File: src/verilog/pdps_params.svh
// Constants of the power drawer protection sequencer
`ifndef PDPS_PARAMS_SVH
`define PDPS_PARAMS_SVH

// ****************************************
// Clock and timebase
// ****************************************
`define PDPS_CLK_HZ          10000000
`define PDPS_TICK_S          1
`define PDPS_SEC_PER_MIN     60

// ****************************************
// Shutdown timers, seconds and minutes
// ****************************************
`define PDPS_T1_S            30
`define PDPS_T2_S            60
`define PDPS_T3_S            120
`define PDPS_WATCH_MIN       10
`define PDPS_STAGE_MAX       3

// ****************************************
// Reflected power persistence
// ****************************************
`define PDPS_REFL_PERSIST    5
`define PDPS_REFL_QUIET_MIN  2

// ****************************************
// Alarm lists and channel
// ****************************************
`define PDPS_ALARM_N         32
`define PDPS_CH_NONE         12'h000

`endif

File: src/verilog/pdps_pkg.sv
// Types of the power drawer protection sequencer
package pdps_pkg;

  // ****************************************
  // Supply sequencer states
  // ****************************************
  typedef enum logic [2:0] {
    ST_RUN,
    ST_OFF,
    ST_WATCH,
    ST_LATCHED,
    ST_MANOFF
  } pdps_state_t;

  typedef logic [9:0] pdps_sec_t;

endpackage : pdps_pkg

File: src/verilog/pdps_if.sv
// Carrier between the sequencer core, its timebase and its alarm lists
`timescale 1ns/10ps
interface pdps_if #(parameter int ALARM_N = 32);
  logic               sec_tick;
  logic [ALARM_N-1:0] alarm_vec;
  logic               clr_old;
  logic [ALARM_N-1:0] cur_list;
  logic [ALARM_N-1:0] old_list;

  modport tick_src (output sec_tick);
  modport lists    (input alarm_vec, input clr_old, output cur_list, output old_list);
  modport core     (input sec_tick, input cur_list, input old_list,
                    output alarm_vec, output clr_old);
endinterface : pdps_if

File: src/verilog/pdps_tick.sv
// One-second enable pulse divided from the system clock
`timescale 1ns/10ps
`include "pdps_params.svh"
module pdps_tick #(
  parameter int TICK_CYCLES = `PDPS_CLK_HZ * `PDPS_TICK_S
) (
  // Clock and reset
  input wire logic mclk,
  input wire logic arst_n,
  // Timebase out
  pdps_if.tick_src lnk
);
  logic [31:0] div_r;
  logic        tick_r;
  wire         wrap = (div_r == 32'(TICK_CYCLES - 1));

  always_ff @(posedge mclk or negedge arst_n) begin
    if (!arst_n) begin
      div_r  <= 32'h0;
      tick_r <= 1'b0;
    end else begin
      div_r  <= wrap ? 32'h0 : div_r + 32'h1;
      tick_r <= wrap;
    end
  end

  assign lnk.sec_tick = tick_r;
endmodule : pdps_tick

File: src/verilog/pdps_lists.sv
// Current and old alarm lists, volatile
`timescale 1ns/10ps
`include "pdps_params.svh"
module pdps_lists #(
  parameter int ALARM_N = `PDPS_ALARM_N
) (
  // Clock and reset
  input wire logic mclk,
  input wire logic arst_n,
  // Alarm carrier
  pdps_if.lists    lnk
);
  logic [ALARM_N-1:0] cur_r;
  logic [ALARM_N-1:0] old_r;

  // ****************************************
  // Per-entry list update
  // ****************************************
  genvar i;
  generate
    for (i = 0; i < ALARM_N; i++) begin : g_ent
      wire ended = cur_r[i] & ~lnk.alarm_vec[i];
      always_ff @(posedge mclk or negedge arst_n) begin
        if (!arst_n) begin
          cur_r[i] <= 1'b0;
          old_r[i] <= 1'b0;
        end else begin
          cur_r[i] <= lnk.alarm_vec[i];
          old_r[i] <= ended | (old_r[i] & ~lnk.clr_old);
        end
      end
    end
  endgenerate

  assign lnk.cur_list = cur_r;
  assign lnk.old_list = old_r;
endmodule : pdps_lists

File: src/verilog/pdps_top.sv
// Protection and supply sequencer of an RF power drawer
`timescale 1ns/10ps
`include "pdps_params.svh"
module pdps_top #(
  parameter int TICK_CYCLES = `PDPS_CLK_HZ * `PDPS_TICK_S,
  parameter int ALARM_N     = `PDPS_ALARM_N,
  parameter int CNT_W       = 16
) (
  // Clock and reset
  input  wire logic               MCLK,
  input  wire logic               ARST_N,
  // Alarm sources
  input  wire logic               LOOP_PASS,
  input  wire logic               REFL_ALARM,
  input  wire logic               TEMP_ALARM,
  input  wire logic               CURR_ALARM,
  input  wire logic [ALARM_N-1:0] ALARM_VEC,
  // Configuration
  input  wire logic               COMBINED_MODE,
  input  wire logic               SEQ_ENABLE,
  input  wire logic               CENTRAL_CTRL,
  // Channel programming
  input  wire logic               CH_WR,
  input  wire logic [11:0]        CH_IN,
  // Maintenance commands
  input  wire logic               CMD_CLR_OLD,
  input  wire logic               CMD_SHUTDOWN,
  input  wire logic               CMD_POWER_ON,
  input  wire logic               CMD_ADJUST,
  input  wire logic               CMD_ADJ_EXIT,
  input  wire logic               CMD_LOG_ERASE,
  input  wire logic               CMD_REFRESH,
  // Non-volatile counter restore
  input  wire logic [CNT_W-1:0]   NV_COUNT_INIT,
  // Supply and amplifier control
  output logic                    SUPPLY_ON,
  output logic                    AMP_ENABLE,
  output logic                    LATCHED_OFF,
  output logic [1:0]              SD_STAGE,
  output logic [9:0]              SD_REMAIN,
  // Status
  output logic [CNT_W-1:0]        SD_COUNT,
  output logic [CNT_W-1:0]        REFL_COUNT,
  output logic                    NOCH_ALARM,
  output logic [11:0]             CHANNEL,
  output logic                    ADJ_MODE,
  output logic                    TERM_TX_EN,
  output logic [ALARM_N-1:0]      CUR_ALARMS,
  output logic [ALARM_N-1:0]      OLD_ALARMS,
  // Refusal messages
  output logic                    SHUTDOWN_LOCKED_MSG,
  output logic                    PON_LOCKED_MSG,
  output logic                    ADJ_LOCKED_MSG,
  // Non-volatile log writes
  output logic                    NV_WR,
  output logic                    NV_ERASE,
  output logic [ALARM_N-1:0]      NV_CAUSE,
  output logic [1:0]              NV_STAGE,
  output logic [CNT_W-1:0]        NV_SD_COUNT
);
  localparam pdps_pkg::pdps_sec_t T1_S    = 10'(`PDPS_T1_S);
  localparam pdps_pkg::pdps_sec_t T2_S    = 10'(`PDPS_T2_S);
  localparam pdps_pkg::pdps_sec_t T3_S    = 10'(`PDPS_T3_S);
  localparam pdps_pkg::pdps_sec_t WATCH_S = 10'(`PDPS_WATCH_MIN * `PDPS_SEC_PER_MIN);
  localparam pdps_pkg::pdps_sec_t QUIET_S = 10'(`PDPS_REFL_QUIET_MIN * `PDPS_SEC_PER_MIN);
  localparam logic [2:0]          PERSIST = 3'(`PDPS_REFL_PERSIST);
  localparam logic [1:0]          STG_MAX = 2'(`PDPS_STAGE_MAX);

  // ****************************************
  // Timebase and alarm lists
  // ****************************************
  pdps_if #(.ALARM_N(ALARM_N)) link ();

  pdps_tick #(.TICK_CYCLES(TICK_CYCLES)) u_tick (
    .mclk   (MCLK),
    .arst_n (ARST_N),
    .lnk    (link)
  );

  pdps_lists #(.ALARM_N(ALARM_N)) u_lists (
    .mclk   (MCLK),
    .arst_n (ARST_N),
    .lnk    (link)
  );

  assign link.alarm_vec = ALARM_VEC;
  assign link.clr_old   = CMD_CLR_OLD;
  assign CUR_ALARMS     = link.cur_list;
  assign OLD_ALARMS     = link.old_list;

  wire tick = link.sec_tick;

  // ****************************************
  // Reflected power persistence
  // ****************************************
  logic [2:0]          consec_r;
  logic [CNT_W-1:0]    refl_cnt_r;
  pdps_pkg::pdps_sec_t quiet_r;

  wire refl_obs   = LOOP_PASS & REFL_ALARM;
  wire refl_hit   = refl_obs & (consec_r == PERSIST - 3'h1);
  wire quiet_end  = tick & ~refl_obs & (quiet_r == QUIET_S - 10'h001);
  wire [2:0] consec_nxt = !LOOP_PASS ? consec_r :
                          (!REFL_ALARM || refl_hit) ? 3'h0 : consec_r + 3'h1;

  always_ff @(posedge MCLK or negedge ARST_N) begin
    if (!ARST_N) begin
      consec_r   <= 3'h0;
      refl_cnt_r <= '0;
      quiet_r    <= 10'h000;
    end else begin
      consec_r   <= consec_nxt;
      refl_cnt_r <= refl_obs  ? refl_cnt_r + CNT_W'(1) :
                    quiet_end ? '0 : refl_cnt_r;
      quiet_r    <= (refl_obs || quiet_end) ? 10'h000 : (tick ? quiet_r + 10'h001 : quiet_r);
    end
  end

  // ****************************************
  // Shutdown causes
  // ****************************************
  wire curr_trips = CURR_ALARM & COMBINED_MODE;
  wire trip       = refl_hit | TEMP_ALARM | curr_trips;
  wire alarm_live = REFL_ALARM | TEMP_ALARM | curr_trips;
  wire seq_on     = ~COMBINED_MODE | SEQ_ENABLE;
  wire direct_off = ~seq_on & alarm_live;
  wire pon_ok     = CMD_POWER_ON & ~CENTRAL_CTRL;
  wire sd_ok      = CMD_SHUTDOWN & ~CENTRAL_CTRL;

  // ****************************************
  // Supply sequencer
  // ****************************************
  pdps_pkg::pdps_state_t st_r;
  pdps_pkg::pdps_state_t st_nxt;
  logic [1:0]            stage_r;
  logic [1:0]            stage_nxt;
  pdps_pkg::pdps_sec_t   sec_r;
  pdps_pkg::pdps_sec_t   sec_nxt;
  pdps_pkg::pdps_sec_t   dur;

  wire running  = (st_r == pdps_pkg::ST_RUN) || (st_r == pdps_pkg::ST_WATCH);
  wire tmr_done = tick & (sec_r == 10'h001);
  wire off_done = (st_r == pdps_pkg::ST_OFF) & tmr_done;
  wire sd_start = seq_on & ((running & trip) | (off_done & alarm_live));
  assign dur    = (stage_r == 2'h0) ? T1_S : (stage_r == 2'h1) ? T2_S : T3_S;

  always_comb begin
    st_nxt    = st_r;
    stage_nxt = stage_r;
    sec_nxt   = (tick && sec_r != 10'h000) ? sec_r - 10'h001 : sec_r;
    if (pon_ok) begin
      st_nxt  = pdps_pkg::ST_WATCH;
      sec_nxt = WATCH_S;
    end else if (sd_ok) begin
      st_nxt  = pdps_pkg::ST_MANOFF;
      sec_nxt = 10'h000;
    end else if (sd_start) begin
      if (stage_r == STG_MAX) begin
        st_nxt  = pdps_pkg::ST_LATCHED;
        sec_nxt = 10'h000;
      end else begin
        st_nxt    = pdps_pkg::ST_OFF;
        stage_nxt = stage_r + 2'h1;
        sec_nxt   = dur;
      end
    end else if (off_done) begin
      st_nxt  = pdps_pkg::ST_WATCH;
      sec_nxt = WATCH_S;
    end else if (st_r == pdps_pkg::ST_WATCH && tmr_done) begin
      st_nxt    = pdps_pkg::ST_RUN;
      stage_nxt = 2'h0;
    end
  end

  wire supply_nxt = ((st_nxt == pdps_pkg::ST_RUN) || (st_nxt == pdps_pkg::ST_WATCH))
                    & ~direct_off;
  wire [11:0] ch_nxt = CH_WR ? CH_IN : (supply_nxt ? CHANNEL : `PDPS_CH_NONE);
  wire [CNT_W-1:0] cnt_nxt = (CMD_LOG_ERASE ? '0 : SD_COUNT) + CNT_W'(sd_start);
  wire adj_nxt = CENTRAL_CTRL ? 1'b0 : (CMD_ADJUST ? 1'b1 : (CMD_ADJ_EXIT ? 1'b0 : ADJ_MODE));

  logic init_done_r;

  always_ff @(posedge MCLK or negedge ARST_N) begin
    if (!ARST_N) begin
      st_r    <= pdps_pkg::ST_RUN;
      stage_r <= 2'h0;
      sec_r   <= 10'h000;
    end else begin
      st_r    <= st_nxt;
      stage_r <= stage_nxt;
      sec_r   <= sec_nxt;
    end
  end

  // ****************************************
  // Registered outputs
  // ****************************************
  always_ff @(posedge MCLK or negedge ARST_N) begin
    if (!ARST_N) begin
      SUPPLY_ON   <= 1'b0;
      AMP_ENABLE  <= 1'b0;
      LATCHED_OFF <= 1'b0;
      CHANNEL     <= `PDPS_CH_NONE;
      NOCH_ALARM  <= 1'b1;
      ADJ_MODE    <= 1'b0;
      TERM_TX_EN  <= 1'b0;
    end else begin
      SUPPLY_ON   <= supply_nxt;
      AMP_ENABLE  <= supply_nxt & (ch_nxt != `PDPS_CH_NONE);
      LATCHED_OFF <= (st_nxt == pdps_pkg::ST_LATCHED);
      CHANNEL     <= ch_nxt;
      NOCH_ALARM  <= (ch_nxt == `PDPS_CH_NONE);
      ADJ_MODE    <= adj_nxt;
      TERM_TX_EN  <= TERM_TX_EN | CMD_REFRESH;
    end
  end

  always_ff @(posedge MCLK or negedge ARST_N) begin
    if (!ARST_N) begin
      SHUTDOWN_LOCKED_MSG <= 1'b0;
      PON_LOCKED_MSG      <= 1'b0;
      ADJ_LOCKED_MSG      <= 1'b0;
      REFL_COUNT          <= '0;
      SD_STAGE            <= 2'h0;
      SD_REMAIN           <= 10'h000;
    end else begin
      SHUTDOWN_LOCKED_MSG <= CMD_SHUTDOWN & CENTRAL_CTRL;
      PON_LOCKED_MSG      <= CMD_POWER_ON & CENTRAL_CTRL;
      ADJ_LOCKED_MSG      <= CMD_ADJUST & CENTRAL_CTRL;
      REFL_COUNT          <= refl_cnt_r;
      SD_STAGE            <= stage_nxt;
      SD_REMAIN           <= sec_nxt;
    end
  end

  // ****************************************
  // Shutdown counter and log writes
  // ****************************************
  always_ff @(posedge MCLK or negedge ARST_N) begin
    if (!ARST_N) begin
      init_done_r <= 1'b0;
      SD_COUNT    <= '0;
      NV_WR       <= 1'b0;
      NV_ERASE    <= 1'b0;
      NV_CAUSE    <= '0;
      NV_STAGE    <= 2'h0;
      NV_SD_COUNT <= '0;
    end else begin
      init_done_r <= 1'b1;
      SD_COUNT    <= init_done_r ? cnt_nxt : NV_COUNT_INIT;
      NV_WR       <= sd_start & init_done_r;
      NV_ERASE    <= CMD_LOG_ERASE;
      NV_CAUSE    <= sd_start ? ALARM_VEC : NV_CAUSE;
      NV_STAGE    <= sd_start ? stage_nxt : NV_STAGE;
      NV_SD_COUNT <= sd_start ? cnt_nxt : NV_SD_COUNT;
    end
  end
endmodule : pdps_top

File: config.mk
export PLATFORM = sky130hd
export DESIGN_NAME = pdps_top
export DESIGN_NICKNAME = d
export VERILOG_FILES = /design/src/verilog/pdps_pkg.sv /design/src/verilog/pdps_if.sv /design/src/verilog/pdps_tick.sv /design/src/verilog/pdps_lists.sv /design/src/verilog/pdps_top.sv
export VERILOG_INCLUDE_DIRS = /design/src /design/src/verilog
export SDC_FILE = /design/constraint.sdc
export NUM_CORES = 1
export LEC_CHECK = 0
export ABC_CLOCK_PERIOD_IN_PS = 3600
export BUFFER_PORTS_ARGS = -buffer_cell sky130_fd_sc_hd__buf_2
export CAP_MARGIN = 20
export CORE_MARGIN = 2
export CORE_UTILIZATION = 45
export CTS_CLUSTER_SIZE = 20
export DETAILED_ROUTE_END_ITERATION = 12
export GPL_TIMING_DRIVEN = 0
export PLACE_DENSITY = 0.69
export SLEW_MARGIN = 20
export SYNTH_ARGS = -nofsm -noshare
export SYNTH_HDL_FRONTEND = slang
export SYNTH_HIERARCHICAL = 1
export SYNTH_SLANG_ARGS = --single-unit
File: constraint.sdc
create_clock -name MCLK -period 3.6 [get_ports MCLK]
set_input_delay 0.36 -clock MCLK [delete_from_list [all_inputs] [get_ports MCLK]]
set_output_delay 0.36 -clock MCLK [all_outputs]
set_load 0.1 [all_outputs]
; Word level (Yosys, flattened, before mapping)
; Index checks and enable logic that the tools add are counted.
[totals]
out_inout_bits = 181
regBits = 247
wordCells = 317
input_bits = 77
[classes]
n_reduce_logical = 17
add_sub_neg = 7
bitwise_logic = 160
mux = 33
n_eq_ne = 10
[ops]
columns = op, count
row1 = $and 1x1->1, 83
row2 = $mux 10, 7
row3 = $mux 16, 4
row4 = $or 1x1->1, 39
row5 = $not 1->1, 38
row6 = $add 32x1->32 const B, 1
row7 = $eq 32x24->1 const B, 1
row8 = $mux 32, 1
row9 = $mux 12, 2
row10 = $mux 7, 3
row11 = $mux 3, 6
row12 = $add 16x1->16, 1
row13 = $add 16x1->16 const B, 1
row14 = $mux 2, 7
row15 = $logic_not 12->1, 1
row16 = $reduce_bool 12->1, 1
row17 = $add 10x1->10 const B, 1
row18 = $eq 10x1->1 const B, 1
row19 = $eq 10x7->1 const B, 1
row20 = $reduce_bool 10->1, 1
row21 = $sub 10x1->10 const B, 1
row22 = $eq 3x2->1 const B, 3
row23 = $logic_not 3->1, 2
row24 = $reduce_bool 5->1, 1
row25 = 13 further kinds, 20

; Depth between registers and ports, before layout
[logic_depth]
depth_word = 17
ltp_mapped = 15

; Hierarchy
; Netlist, hierarchy kept.
[modules_own_cells]
columns = module, cells_per_inst, seq_area_each_um2, n_inst, area_each_um2
row1 = pdps_top, 692, 3754.9, 1, 6839.1
row2 = pdps_lists, 163, 1601.5, 1, 2075.7
row3 = pdps_tick, 150, 825.8, 1, 1605.3

; Worst setup path after synthesis
; Ideal clock, no wire load.
[synth_path]
path_type = flip-flop to flip-flop
startpoint = register, netlist name SD_REMAIN[0]
endpoint = register NV_SD_COUNT[14]
required_ns = 3.475
path_stages_with_launch = 15
slack_ns = -0.081
path_buffers = 3
t_arrival_ns = 3.555
path_cell_list = dfrtp_1 ha_1 nor4bb_1 and4_1 buf_4 a21oi_2 buf_6 buf_2 nor2_1 ha_1 nand4b_1 nor4_1 xnor2_1 nor2_1 mux2_2
[synth_lines]
columns = item, line_no
row1 = end signal: assignment, pdps_top.sv:255  ; NV_SD_COUNT <= sd_start ? cnt_nxt : NV_SD_COUNT;
row2 = end: declaration, pdps_top.sv:59  ; output logic [CNT_W-1:0] NV_SD_COUNT

==> run_results.csv <==
group,metric,value,unit
power_and_ir_drop,p_leak,0.00680,µW
sta,period_share,92.4,%
route,viasPerCell,5.14,
final_layout,syn_to_final_growth,28.4,%
logic_synthesis,ys_seq_elements,247,
cts,cts_buffer_depth,3,
sta,slew_violations,0,
logic_synthesis,yosys_warnings,6,
place,place_area,0.0123,mm²
place,dpl_worst_slack,-0.0734,ns
cts,cts_tree,"done",
route,ant_nets,0,
logic_synthesis,synth_cell_types,59,
cts,cts_made_buffers,26,
sta,fmax,301,MHz
hold_path,hold_path.class,"primary input to flop",
final_layout,multiInputGateArea,0.00382,mm²
final_layout,final_area,0.0135,mm²
final_layout,diodes,0,
route,routedWlPerCell,17.0,µm
logic_synthesis,netlist_instances,1005,
hold_path,hp-start,"CMD_REFRESH",
route,drt-met1-wl,12100,µm
critical_path,crit_start,"SD_REMAIN[1]",
sta,rsz0062_at_grt,"false",
critical_path,worstPathCellList,"inv_1 > ha_1 > nor4bb_1 > and4_1 > buf_4 > a21oi_2 > buf_6 > buf_2 > nor2_4 > ha_2 > nand4b_1 > nor4_2 > xnor2_1 > nor2_1 > mux2_2",
cts,ctsHtreeMaxLevel,1,
global_routing,grt_usage,22.5,%
cts,cts.clk_slew.worst_paths,0.06,ns
run_status,status,"finished, final reports clean",
route,top_layer,"met4",
route,drt_iter0_drc,642,
die,initial_core_util,46.2,%
route,via_count,8518,
critical_path,crit_family,"simple AND/OR/NAND/NOR gates",
final_layout,nNetsFinal,1415,
sta,worst_slew_pin_slew,0.841,ns
critical_path,slowest_delay,0.42,ns
final_layout,seq_area,0.00618,mm²
logic_synthesis,netlist_area,0.0105,mm²
place,dp.cells,1577,
sta,setup_violations,0,
critical_path,crit_fanout,10,
global_routing,grt_pass1_wl,44200,µm
sta,fin_crit,3.33,ns
logic_synthesis,ys_seq_area_share,58.8,%
place,gp_congestion,0.863,
die,core,0.0228,mm²
logic_synthesis,synth_edf_count,0,
cts,cts.sinks,247,
critical_path,worst-setup-path-type,"flop to flop",
sta,setup_ws,0.273,ns
global_routing,first_global_vias,8373,
die,die_height,157,µm
critical_path,cp_num_buf_inv,4,
route,drc,0,
global_routing,grt-ovfl-total,0,
final_layout,fin_cells,1657,
sta,fin_skew,0.00855,ns
power_and_ir_drop,vdd_drop_max,0.000332,V
final_layout,final_util,59.3,%
cts,clockRootBuffer,"clkbuf_16",
place,dp_hpwl,20300,µm
die,die_width,157,µm
sta,slew_headroom,43.5,%
critical_path,cp_slowest_cell,"dfrtp_1",
route,met3WireLength,2110,µm
final_layout,drive_gt1_share,26.8,%
global_routing,grt_antenna_before_repair,0,
critical_path,crit_path_end_kind,"flop",
critical_path,start_kind,"flop",
place,io_buffers,256,
critical_path,reg2reg_from,"SD_REMAIN[1]",
logic_synthesis,synth.net_count,1096,
global_routing,grt_max_degree,82,
die,die_area,0.0246,mm²
cts,worstSkewPairLatency,0.52,ns
run,maxCapViolCount,0,
critical_path,arrival,3.73,ns
sta,hold_violations,0,
die,rows,55,
logic_synthesis,async_flop_share,100,%
final_layout,fill_cells,1890,
critical_path,cp.required,4.01,ns
route,routed_wl,28200,µm
logic_synthesis,syn_area_per_cell,10.5,µm²
logic_synthesis,ys.flop_type,"dfrtp_1",
die,num_io_pins,258,
power_and_ir_drop,powerDensity,725,mW/mm²
route,dr.pass1.iters,5,
route,met2_length,13300,µm
==> what timing repair did <==
action | in CTS | in global routing
pin swaps | 1 | 1
endpoints found under the setup margin | 2 | 6
gates resized for setup | 0 | 6
endpoints found under the hold margin | 82 | 0
buffers inserted | 1 | 0
hold buffers | 31 | 0
==> synth_stat cells (all sizes together) (2+ instances only) <==
| master | n | area, µm² |
|---|---|---|
| xnor2 | 34 | 298 |
| or3 | 6 | 37.5 |
| a211oi | 2 | 15.0 |
| a211o | 5 | 43.8 |
| and2 | 8 | 50.1 |
| nor3 | 17 | 85.1 |
| nor4 | 21 | 195 |
| and3 | 10 | 62.6 |
| nand4b | 2 | 23.8 |
| nand2 | 172 | 646 |
| nand2b | 2 | 12.5 |
| o211ai | 7 | 57.6 |
| a21oi | 20 | 104 |
| inv | 98 | 368 |
| buf | 19 | 125 |
| nor2b | 14 | 87.6 |
| clkbuf | 13 | 48.8 |
| nand3 | 28 | 150 |
| xor2 | 26 | 228 |
| a31oi | 8 | 50.1 |
| o21ai | 29 | 145 |
| ha | 14 | 175 |
| dfrtp | 246 | 6160 |
| mux2 | 12 | 135 |
| or2 | 2 | 12.5 |
| nor3b | 5 | 37.5 |
| nand3b | 2 | 15.0 |
| a2bb2oi | 3 | 26.3 |
| nand4 | 25 | 178 |
| o31ai | 26 | 195 |
| mux2i | 3 | 30.0 |
| o2bb2ai | 2 | 17.5 |
| a21o | 2 | 15.0 |
| nor4b | 5 | 58.8 |
| nor2 | 67 | 251 |
| and4 | 3 | 26.3 |
| o22ai | 33 | 206 |
| a22oi | 3 | 22.5 |
| a22o | 2 | 17.5 |
==> flip-flops by register name (all words and copies together) (netlist names), 12 cells and up <==
signal,count
SD_COUNT,16
NV_CAUSE,32
NV_SD_COUNT,16
u_tick/div_r,32
refl_cnt_r,16
REFL_COUNT,16
u_lists/lnk.old_list,32
CHANNEL,12
u_lists/lnk.cur_list,32
==> cell families (layout without fill, tap and decap cells) <==
logic type,after synthesis,after routing,share of synthesized area (%)
AND/OR/NAND/NOR,391,391,18.5
flip-flops,247,247,58.8
AO/OA/AOI/OAI,147,147,9.31
buffers and inverters,130,469,5.15
XOR/XNOR,60,60,5.00
multiplexers,15,15,1.57
adder cells (fa/ha/maj),14,14,1.67
other,1,1,0.0356
==> power breakdown <==
group | switching (µW) | internal (µW) | total (µW) | leakage, µW
Clock | 1080 | 1620 | 2700 | 0.000437
Combinational | 3110 | 594 | 3700 | 0.00324
Sequential | 283 | 3120 | 3400 | 0.00313
Total | 4470 | 5330 | 9800 | 0.00680
==> final cells by class <==
class	instances	share of cell area (%)
flip-flops and latches	247	45.8
multi-input cells	628	28.3
repair buffers	291	12.5
clock buffers	35	5.59
well taps	313	2.90
inverters	98	2.72
plain buffers	32	1.29
clock inverters	13	0.917
==> worst register-to-register path, delay by kind of cell (launching register included) <==
| kind | cells | cell delay [ns] |
|---|---|---|
| xor+xnor | 1 | 0.15 |
| flops | 1 | 0.42 |
| compound gates | 1 | 0.12 |
| simple gates | 6 | 1.16 |
| buf+inv | 4 | 0.69 |
| mux | 1 | 0.29 |
| fa+ha+maj | 2 | 0.38 |
==> path summary, 6_finish.rpt <==
| path | endpoint | slack [ns] | cells past startpoint |
|---|---|---|---|
| min reg2reg | REFL_COUNT[14] | 0.42 | 0 |
| min in group asynchronous | TERM_TX_EN | 0.34 | 2 |
| max | NV_SD_COUNT[14] | 0.27 | 15 |
| max reg2reg | NV_SD_COUNT[14] | 0.27 | 15 |
| max in group asynchronous | NOCH_ALARM | 2.26 | 4 |
| min | TERM_TX_EN | 0.04 | 2 |
==> metrics by stage <==
stage	TNS (ns)	hold slack, ns	power, µW
final	0	0.0356	9800
after global routing	0	0.0107	10200
after CTS	0	0.0126	9870
after detailed placement	-0.142	0.300	7120
after global placement	-533.50	0.395	7070
after floorplan	0	0.0644	6340
==> routing by layer <==
layer  GRT usage (%)  vias to the layer above
met5               0                        -
met4            6.47                        0
met3            4.98                       44
met2            37.7                      291
met1            29.6                     4128
li1                -                     4055
==> cell usage in the layout (no fill, tap or decap), drive strengths merged, types with 3 or more instances in the layout <==
master and count:
buf 279, dfrtp 246, nand2 172, inv 99
nor2 67, clkbuf 48, xnor2 34, o22ai 33
dlygate4sd3 31, o21ai 29, nand3 28, o31ai 26
xor2 26, nand4 25, nor4 21, a21oi 20
nor3 17, nor2b 14, ha 14, mux2 12
and3 10, a31oi 8, and2 8, clkinv 8
o211ai 7, or3 6, a211o 5, nor3b 5
nor4b 5, and4 3, mux2i 3, a22oi 3
a2bb2oi 3
Note: power is estimated with default switching activity, not from simulation.
